<file path="config.mk">
export PLATFORM = sky130hd
export DESIGN_NAME = sysclk_gen
export DESIGN_NICKNAME = d
export VERILOG_FILES = /design/src/sysclk_postdiv.v /design/src/sysclk_gen.v
export VERILOG_INCLUDE_DIRS = /design/src
export SDC_FILE = /design/constraint.sdc
export NUM_CORES = 1
export LEC_CHECK = 0
export BUFFER_PORTS_ARGS = -buffer_cell sky130_fd_sc_hd__buf_4
export CAP_MARGIN = 20
export CORE_MARGIN = 2
export CORE_UTILIZATION = 55
export DETAILED_ROUTE_END_ITERATION = 6
export HOLD_SLACK_MARGIN = 0.08
export PLACE_DENSITY = 0.81
export SYNTH_ARGS = -nofsm -noshare
export SYNTH_HDL_FRONTEND = slang
export SYNTH_SLANG_ARGS = --single-unit
</file>
<file path="constraint.sdc">
create_clock -name i_sys_clk -period 2.6 [get_ports i_sys_clk]
set_input_delay 0.13 -clock i_sys_clk [delete_from_list [all_inputs] [get_ports i_sys_clk]]
set_output_delay 0.13 -clock i_sys_clk [all_outputs]
set_load 0.1 [all_outputs]
</file>
<file path="src/sysclk_regs.vh">
`ifndef SYSCLK_REGS_VH
`define SYSCLK_REGS_VH
// Behaviour
// - after any reset the internal high-frequency oscillator clocks the system.
// - software trims the high-frequency period via calibration; factory value gives 24.5 MHz.
// - system clock is high-frequency output divided by 1, 2, 4 or 8.
// - after reset the high-frequency post-divider select gives divide by 8.
// - system clock source: external, high-frequency, low-frequency or loop output.
// - software bits turn the high-frequency oscillator on and off.
// - low-frequency control register enables and calibrates that oscillator.
// - each internal oscillator has its own software-selected post-scaler.
// - loop multiplies by the 8-bit field; zero means 256.
// - upper two bits of loop filter register read zero, writes ignored.

// register addresses
`define SYSCLK_ADDR_HF_CTRL    8'hb2
`define SYSCLK_ADDR_HF_CAL     8'hb3
`define SYSCLK_ADDR_LF_CTRL    8'hb4
`define SYSCLK_ADDR_CLK_SEL    8'hb5
`define SYSCLK_ADDR_PLL_MUL    8'hb1
`define SYSCLK_ADDR_PLL_FLT    8'hb6
`define SYSCLK_ADDR_PLL_CTRL   8'hb7

// reset values
`define SYSCLK_RST_HF_CTRL     8'h83
`define SYSCLK_RST_HF_CAL      8'h40
`define SYSCLK_RST_LF_CTRL     8'h20
`define SYSCLK_RST_CLK_SEL     8'h00
`define SYSCLK_RST_PLL_MUL     8'h01
`define SYSCLK_RST_PLL_FLT     8'h31
`define SYSCLK_RST_PLL_CTRL    8'h00

// field positions
`define SYSCLK_HF_EN_BIT       7
`define SYSCLK_HF_DIV_LSB      0
`define SYSCLK_LF_EN_BIT       7
`define SYSCLK_LF_DIV_LSB      5
`define SYSCLK_LF_CAL_MSB      3
`define SYSCLK_SEL_LSB         0
`define SYSCLK_PLL_EN_BIT      0
`define SYSCLK_PLL_FLT_MASK    8'h3f

// source encodings
`define SYSCLK_SRC_HF          2'h0
`define SYSCLK_SRC_EXT         2'h1
`define SYSCLK_SRC_LF          2'h2
`define SYSCLK_SRC_PLL         2'h3
`endif

</file>
<file path="src/sysclk_postdiv.v">
`timescale 1ns/10ps
// power-of-two post-scaler: divide by 1, 2, 4 or 8, one-cycle tick out
module sysclk_postdiv (
    input  wire       i_sys_clk,
    input  wire       i_sys_rst,
    input  wire       i_src_tick,
    input  wire [1:0] i_div_sel,
    output reg        o_tick
);
    reg [2:0] cnt_r;
    wire [2:0] mask = (3'h1 << i_div_sel) - 3'h1;

    // tick passes when the low counter bits wrap
    always @(posedge i_sys_clk or posedge i_sys_rst) begin
        if (i_sys_rst) begin
            cnt_r  <= 3'h0;
            o_tick <= 1'b0;
        end else begin
            o_tick <= 1'b0;
            if (i_src_tick) begin
                if ((cnt_r & mask) == mask) begin
                    cnt_r  <= 3'h0;
                    o_tick <= 1'b1;
                end else begin
                    cnt_r <= cnt_r + 3'h1;
                end
            end
        end
    end
endmodule // sysclk_postdiv

</file>
<file path="src/sysclk_gen.v">
`timescale 1ns/10ps
`include "sysclk_regs.vh"
// register file and source mux; oscillators arrive as enable ticks on i_sys_clk
module sysclk_gen (
    input  wire       i_sys_clk,
    input  wire       i_sys_rst,
    input  wire       i_sfr_wr,
    input  wire       i_sfr_rd,
    input  wire [7:0] i_sfr_addr,
    input  wire [7:0] i_sfr_wdata,
    output reg  [7:0] o_sfr_rdata,
    input  wire       i_hf_osc_tick,
    input  wire       i_lf_osc_tick,
    input  wire       i_ext_osc_tick,
    input  wire       i_pll_tick,
    output reg        o_sysclk_tick,
    output reg  [1:0] o_clk_source,
    output wire       o_hf_osc_en,
    output wire [7:0] o_hf_osc_trim,
    output wire       o_lf_osc_en,
    output wire [3:0] o_lf_osc_trim,
    output wire       o_pll_en,
    output reg  [8:0] o_pll_mult,
    output wire [1:0] o_pll_osc_range,
    output wire [3:0] o_pll_loop_filter
);
    reg [7:0] hf_osc_control_r;
    reg [7:0] hf_osc_calibration_r;
    reg [7:0] lf_osc_control_r;
    reg [7:0] clk_sel_r;
    reg [7:0] pll_multiplier_r;
    reg [7:0] pll_filter_config_r;
    reg [7:0] pll_ctrl_r;
    reg [7:0] rdata_nxt;
    wire      hf_div_tick;
    wire      lf_div_tick;
    wire [1:0] hf_postdiv_select = hf_osc_control_r[`SYSCLK_HF_DIV_LSB+1:`SYSCLK_HF_DIV_LSB];
    wire [1:0] lf_postdiv_select = lf_osc_control_r[`SYSCLK_LF_DIV_LSB+1:`SYSCLK_LF_DIV_LSB];
    wire [1:0] sel_field         = clk_sel_r[`SYSCLK_SEL_LSB+1:`SYSCLK_SEL_LSB];

    // register writes; reset restores hf source and divide by 8
    always @(posedge i_sys_clk or posedge i_sys_rst) begin
        if (i_sys_rst) begin
            hf_osc_control_r     <= `SYSCLK_RST_HF_CTRL;
            hf_osc_calibration_r <= `SYSCLK_RST_HF_CAL;
            lf_osc_control_r     <= `SYSCLK_RST_LF_CTRL;
            clk_sel_r            <= `SYSCLK_RST_CLK_SEL;
            pll_multiplier_r     <= `SYSCLK_RST_PLL_MUL;
            pll_filter_config_r  <= `SYSCLK_RST_PLL_FLT;
            pll_ctrl_r           <= `SYSCLK_RST_PLL_CTRL;
        end else if (i_sfr_wr) begin
            case (i_sfr_addr)
                `SYSCLK_ADDR_HF_CTRL:  hf_osc_control_r     <= i_sfr_wdata & 8'h83;
                `SYSCLK_ADDR_HF_CAL:   hf_osc_calibration_r <= i_sfr_wdata;
                `SYSCLK_ADDR_LF_CTRL:  lf_osc_control_r     <= i_sfr_wdata & 8'hef;
                `SYSCLK_ADDR_CLK_SEL:  clk_sel_r            <= i_sfr_wdata & 8'h03;
                `SYSCLK_ADDR_PLL_MUL:  pll_multiplier_r     <= i_sfr_wdata;
                `SYSCLK_ADDR_PLL_FLT:  pll_filter_config_r  <= i_sfr_wdata & `SYSCLK_PLL_FLT_MASK;
                `SYSCLK_ADDR_PLL_CTRL: pll_ctrl_r           <= i_sfr_wdata & 8'h01;
                default: ;
            endcase
        end
    end

    // read mux; unmapped addresses read zero
    always @* begin
        case (i_sfr_addr)
            `SYSCLK_ADDR_HF_CTRL:  rdata_nxt = hf_osc_control_r;
            `SYSCLK_ADDR_HF_CAL:   rdata_nxt = hf_osc_calibration_r;
            `SYSCLK_ADDR_LF_CTRL:  rdata_nxt = lf_osc_control_r;
            `SYSCLK_ADDR_CLK_SEL:  rdata_nxt = clk_sel_r;
            `SYSCLK_ADDR_PLL_MUL:  rdata_nxt = pll_multiplier_r;
            `SYSCLK_ADDR_PLL_FLT:  rdata_nxt = pll_filter_config_r & `SYSCLK_PLL_FLT_MASK;
            `SYSCLK_ADDR_PLL_CTRL: rdata_nxt = pll_ctrl_r;
            default:               rdata_nxt = 8'h00;
        endcase
    end

    always @(posedge i_sys_clk or posedge i_sys_rst) begin
        if (i_sys_rst)
            o_sfr_rdata <= 8'h00;
        else if (i_sfr_rd)
            o_sfr_rdata <= rdata_nxt;
    end

    // separate post-scalers per internal oscillator
    sysclk_postdiv u_hf_div (
        .i_sys_clk  (i_sys_clk),
        .i_sys_rst  (i_sys_rst),
        .i_src_tick (i_hf_osc_tick & o_hf_osc_en),
        .i_div_sel  (hf_postdiv_select),
        .o_tick     (hf_div_tick)
    );
    sysclk_postdiv u_lf_div (
        .i_sys_clk  (i_sys_clk),
        .i_sys_rst  (i_sys_rst),
        .i_src_tick (i_lf_osc_tick & o_lf_osc_en),
        .i_div_sel  (lf_postdiv_select),
        .o_tick     (lf_div_tick)
    );

    // source mux, registered so the tick is glitch-free
    always @(posedge i_sys_clk or posedge i_sys_rst) begin
        if (i_sys_rst) begin
            o_sysclk_tick <= 1'b0;
            o_clk_source  <= `SYSCLK_SRC_HF;
            o_pll_mult    <= 9'h001;
        end else begin
            o_clk_source <= sel_field;
            case (sel_field)
                `SYSCLK_SRC_HF:  o_sysclk_tick <= hf_div_tick;
                `SYSCLK_SRC_EXT: o_sysclk_tick <= i_ext_osc_tick;
                `SYSCLK_SRC_LF:  o_sysclk_tick <= lf_div_tick;
                `SYSCLK_SRC_PLL: o_sysclk_tick <= i_pll_tick & o_pll_en;
                default:         o_sysclk_tick <= 1'b0;
            endcase
            // zero multiplier field means 256
            o_pll_mult <= (pll_multiplier_r == 8'h00) ? 9'h100 : {1'b0, pll_multiplier_r};
        end
    end

    assign o_hf_osc_en       = hf_osc_control_r[`SYSCLK_HF_EN_BIT];
    assign o_hf_osc_trim     = hf_osc_calibration_r;
    assign o_lf_osc_en       = lf_osc_control_r[`SYSCLK_LF_EN_BIT];
    assign o_lf_osc_trim     = lf_osc_control_r[`SYSCLK_LF_CAL_MSB:0];
    assign o_pll_en          = pll_ctrl_r[`SYSCLK_PLL_EN_BIT];
    // software owns range and filter choice; hardware only forwards them
    assign o_pll_osc_range   = pll_filter_config_r[5:4];
    assign o_pll_loop_filter = pll_filter_config_r[3:0];
endmodule // sysclk_gen

</file>
==> Word level (Yosys, flattened, before mapping) <==
Cells that the tools add are included.
{ "op_classes": {"n_eq_ne": 12, "order_cmp": 0, "bitwise_logic": 5, "mul": 0, "n_shift": 2, "n_addsub": 4, "div": 0, "mux": 9, "reduce_logical": 9} }
{ "ops": {"columns": ["cell", "n"], "rows": [
  ["equality test 8 bit (second input constant)", 7],
  ["case mux 8 bit (7 select lines)", 1],
  ["AND reduction 2 bit", 7],
  ["two-way mux 9 bit", 1],
  ["logical NOT 8 bit", 1],
  ["adder 3 x 1 -> 3 bit (second input constant)", 2],
  ["bitwise AND 3 bit", 2],
  ["equality test 3 bit", 2],
  ["two-way mux 3 bit", 2],
  ["left shift 1 x 2 -> 3 bit (first input constant)", 2],
  ["subtractor 3 x 1 -> 3 bit (second input constant)", 2],
  ["equality test 2 bit (second input constant)", 2],
  ["two-way mux 1 bit", 4],
  ["case mux 1 bit (4 select lines)", 1],
  ["bitwise AND 1 bit", 3],
  ["equality test 2 x 1 -> 1 bit (second input constant)", 1],
  ["logical NOT 2 bit", 1]
]} }
{ "word_totals": {"wordCells": 56, "ramBits": 0, "latch_bits": 0, "in_bits": 24, "mem_count": 0, "reg_bits": 63, "out_inout_bits": 41, "rom_bits": 0} }

==> Longest topological paths before layout <==
{ "depth": {"word_depth": 6, "mapped_depth": 6, "mapped_depth_nobuf": 4} }

==> By module <==
A second synthesis with hierarchy kept.
{ "unflattened": {"hier_cells": 221, "area_unflattened_um2": 2887.8} }
{ "modules_own_cells": {"columns": ["module", "n_inst", "seq_area_each_um2", "cells_per_inst", "area_per_inst_um2"], "rows": [
  ["sysclk_gen", 1, 1388.8, 181, 2482.4],
  ["sysclk_postdiv", 2, 100.1, 20, 202.7]
]} }

==> Worst setup path after synthesis <==
OpenSTA, ideal clock, no wires.
{ "synth_path": {"path_type": "register to register", "from": "reg lf_osc_control_r[7]", "to": "reg u_lf_div.cnt_r[2]", "required_ns": 2.535, "path_stages_with_launch": 5, "path_buffers": 0, "path_slack_ns": 0.946, "setup_time_ns": 0.065, "arrival_time_ns": 1.589, "period_less_slack_ns": 1.654, "path_cell_list": "dfrtp_1 nand2_1 nor3b_1 o22ai_1 nand2_1"} }
{ "synth_via": {"elab_chain_len": 1} }
{ "synth_lines": {"columns": ["item", "line", "source"], "rows": [
  ["from (decl)", "sysclk_gen.v:29", "reg [7:0] lf_osc_control_r;"],
  ["from (signal assigned)", "sysclk_gen.v:46", "lf_osc_control_r <= `SYSCLK_RST_LF_CTRL;"],
  ["from (signal assigned)", "sysclk_gen.v:55", "`SYSCLK_ADDR_LF_CTRL: lf_osc_control_r <= i_sfr_wdata & 8'hef;"],
  ["bitwise AND 1 bit", "sysclk_gen.v:97", ".i_src_tick (i_lf_osc_tick & o_lf_osc_en),"],
  ["to (signal assigned)", "sysclk_postdiv.v:25", "cnt_r <= cnt_r + 3'h1;"],
  ["to (decl)", "sysclk_postdiv.v:10", "reg [2:0] cnt_r;"]
]} }
No other way between the ends.
A chain may end at the register's enable or synchronous reset.

==> Worst setup path after layout <==
{ "layout_path": {"from": "reg pll_filter_config_r[0]", "to": "out o_pll_loop_filter[0]"} }
{ "layout_lines": {"columns": ["item", "line", "source"], "rows": [
  ["from (decl)", "sysclk_gen.v:32", "reg [7:0] pll_filter_config_r;"],
  ["from (signal assigned)", "sysclk_gen.v:49", "pll_filter_config_r <= `SYSCLK_RST_PLL_FLT;"],
  ["from (signal assigned)", "sysclk_gen.v:58", "`SYSCLK_ADDR_PLL_FLT: pll_filter_config_r <= i_sfr_wdata & `SYSCLK_PLL_FLT_MASK;"],
  ["to (decl)", "sysclk_gen.v:25", "output wire [3:0] o_pll_loop_filter"]
]} }
No word-level cell between the ends.

==> results.yml <==
run_status:
  status: "completed"
sta:
  whs_ps: 113
  min_period_ps: 1340
  setup_viol: 0
  slew_headroom_pct: 48.5
  report.final.slew_viol_count: 0
  hold_violations: 0
  timing.final.crit_share_pct: 51.4
  timing.final.ws_setup_ps: 1260
  tns_ps: 0
  tightest_slew_ps: 771
  clock.fmax_ghz: 0.748
  rsz0062_at_grt: "false"
  skew_ps: 11.8
placement:
  post-place-cells: 343
  port_buffers: 64
  place_ws_ps: 965
  place_area_um2: 3310
  dp_hpwl_mm: 4.33
  gp_congestion: 0.811
finish:
  n_antenna_cell: 0
  nets: 321
  syn2layout_area_growth_pct: 29.1
  drive_gt1_share_pct: 47.0
  postLayoutCoreUtil_pct: 72.6
  fillers: 356
  final_cells: 370
  finalInstanceArea_um2: 3660
power_and_ir_drop:
  p_comb_share_pct: 16.9
  power_leakage_nw: 1.78
  ir_drop_mv: 0.556
  switching_power_mw: 0.724
  finalPower_mw: 2.49
  netSwitchingFraction_pct: 29.1
  power_density_nw_per_um2: 680
  clock_power_share_pct: 40.5
  seqPwrFrac_pct: 42.6
  internal_power_mw: 1.77
synth:
  synth_area_leader_cell: "dfrtp_1"
  synth_fp_nets: 254
  ys_warn_count: 0
  synthTopCellsByCount: "53 x dfrtp_1, 41 x mux2_2, 11 x clkbuf_1"
  synth_cell_types: 43
  synth_ff_type: "dfrtp_1"
  synthCells: 228
  ys_async_sr_fraction_pct: 100
  synth-seq-cells: 63
  synthTopCellsByArea: "dfrtp_1 47%, mux2_2 16%, dfstp_2 9.3%, mux2i_1 1.8%, o22ai_1 1.8%"
  netlist_area_um2: 2830
  synth_most_common_cell: "dfrtp_1"
  syn_avg_cell_area_um2: 12.4
  synth_edf_count: 0
  yosys.area.top_type_share_pct: 46.8
  ys_seq_area_share_pct: 56.1
global_routing:
  grt_max_degree: 39
  grt-ovfl-total: 0
  grt_pass1_wl_mm: 9.63
  antenna_found_initial: 0
  first_global_vias: 1960
  grtUsageTotal_pct: 23.5
routing:
  routed-via-count: 2005
  drc: 0
  ant_nets: 0
  wl_per_cell_um: 16.8
  initialDrtViolationCount: 76
  totalWireLength_mm: 6.23
  first_pass_iters: 4
  vias_per_cell: 5.42
worst_setup_path:
  start_kind: "register"
  critical_path.max_stage_delay_ps: 570
  crit_chain: "buf_4"
  timing.rr.end: "u_hf_div.cnt_r[2]"
  cpMaxStageDelayCell: "dfstp_2"
  crit_path_end_kind: "primary output"
  cp_top_family: "flip-flops"
  r2r_slack_ps: 1320
  arrival_ps: 1210
  r2r_start: "hf_osc_control_r[7]"
  critPathKind: "register to primary output"
  cp-startpoint: "pll_filter_config_r[0]"
  cp_max_fo: 3
  reg2reg_depth: 3
  worst-path-buf-inv: 1
  required_ps: 2470
min_path:
  hp-start: "i_ext_osc_tick"
  hold_depth: 2
  min_path_type: "input pin to register"
  holdPathEnd: "o_sysclk_tick"
clock_tree:
  cts.sinks: 63
  cts_setup_buffers: 0
  cts_made_buffers: 9
  cts.path.max_buffers: 2
  clockRootBuffer: "clkbuf_8"
  insertion_delay_ps: 340
  postCtsHoldBufs: 11
  cts_tree: "yes"
  cts.repair.resized: 0
  cts.htree.levels: 3
  clkTransAtPathRegs_ps: 80
run:
  drv_cap: 0
die:
  num_rows: 26
  ios: 65
  core_um2: 5040
  start_util_pct: 56.2
  die_h_um: 75.8
  die_area_um2: 5740
  fp.dieW_um: 75.8
layer usage:
layer	vias to the layer above	wire length, um	global-route usage (%)
met3	9	316	4.50
met1	990	2710	31.3
li1	943	-	-
met4	0	80	10.9
met2	63	3120	37.3
met5	-	0	0
area by class of cell:
type / count / area (um2) / area share, %
Sequential cell: 63 / 1590 / 43.4
Multi-Input combinational cell: 134 / 1100 / 30.0
Timing Repair Buffer: 77 / 606 / 16.6
Clock buffer: 12 / 165 / 4.51
Tap cell: 70 / 87.6 / 2.39
Clock inverter: 4 / 76.3 / 2.09
Inverter: 10 / 37.5 / 1.03
cell families after synthesis:
| group | share of synthesized area [%] |
|---|---|
| AND/OR/NAND/NOR | 11.4 |
| flip-flops | 56.1 |
| multiplexers | 18.9 |
| adder cells (fa/ha/maj) | 0.883 |
| AO/OA/AOI/OAI | 7.24 |
| buffers and inverters | 5.21 |
| XOR/XNOR | 0.309 |
layout by cell type (no fill, tap or decap), types with 3 or more instances in the layout:
cell type	Yosys	layout
nand2_1	9	9
nor2b_1	6	6
dfrtp_1	53	53
nand2b_1	3	3
o21ai_0	4	4
nand3_1	4	4
nor2_1	9	9
mux2i_1	5	5
mux2_2	41	41
nand3b_1	5	5
clkbuf_8	0	12
dlygate4sd3_1	0	11
buf_4	5	66
nor3_1	3	3
dfstp_2	10	10
a21oi_1	6	6
inv_1	10	9
o22ai_1	8	8
worst max path at each step:
stage	to	cells past startpoint
CTS	o_hf_osc_en	1
global placement	lf_osc_control_r[7]	5
floorplan	clk_sel_r[0]	1
detailed placement	lf_osc_control_r[1]	5
global route	u_lf_div.cnt_r[1]	4
finish	o_pll_loop_filter[0]	1
power groups by stage:
stage          combinational (mW)  clock [mW]  sequential (mW)
2_1_floorplan               0.127           0             1.26
3_3_place_gp                0.403           0             1.08
3_5_place_dp                0.408           0             1.08
4_1_cts                     0.422        1.01             1.06
5_1_grt                     0.441        1.05             1.07
6_report                    0.420        1.01             1.06
state kept, by name, summed over array words and instances (netlist names):
| name | cells |
|---|---|
| hf_osc_control_r | 3 |
| u_lf_div.cnt_r | 3 |
| o_pll_mult | 9 |
| lf_osc_control_r | 7 |
| pll_filter_config_r | 6 |
| o_sysclk_tick | 1 |
| o_hf_osc_trim | 8 |
| pll_multiplier_r | 8 |
| u_lf_div.o_tick | 1 |
| o_sfr_rdata | 8 |
| o_clk_source | 2 |
| clk_sel_r | 2 |
| u_hf_div.o_tick | 1 |
| u_hf_div.cnt_r | 3 |
| pll_ctrl_r | 1 |
No activity file was read; power rests on OpenSTA's default activity.
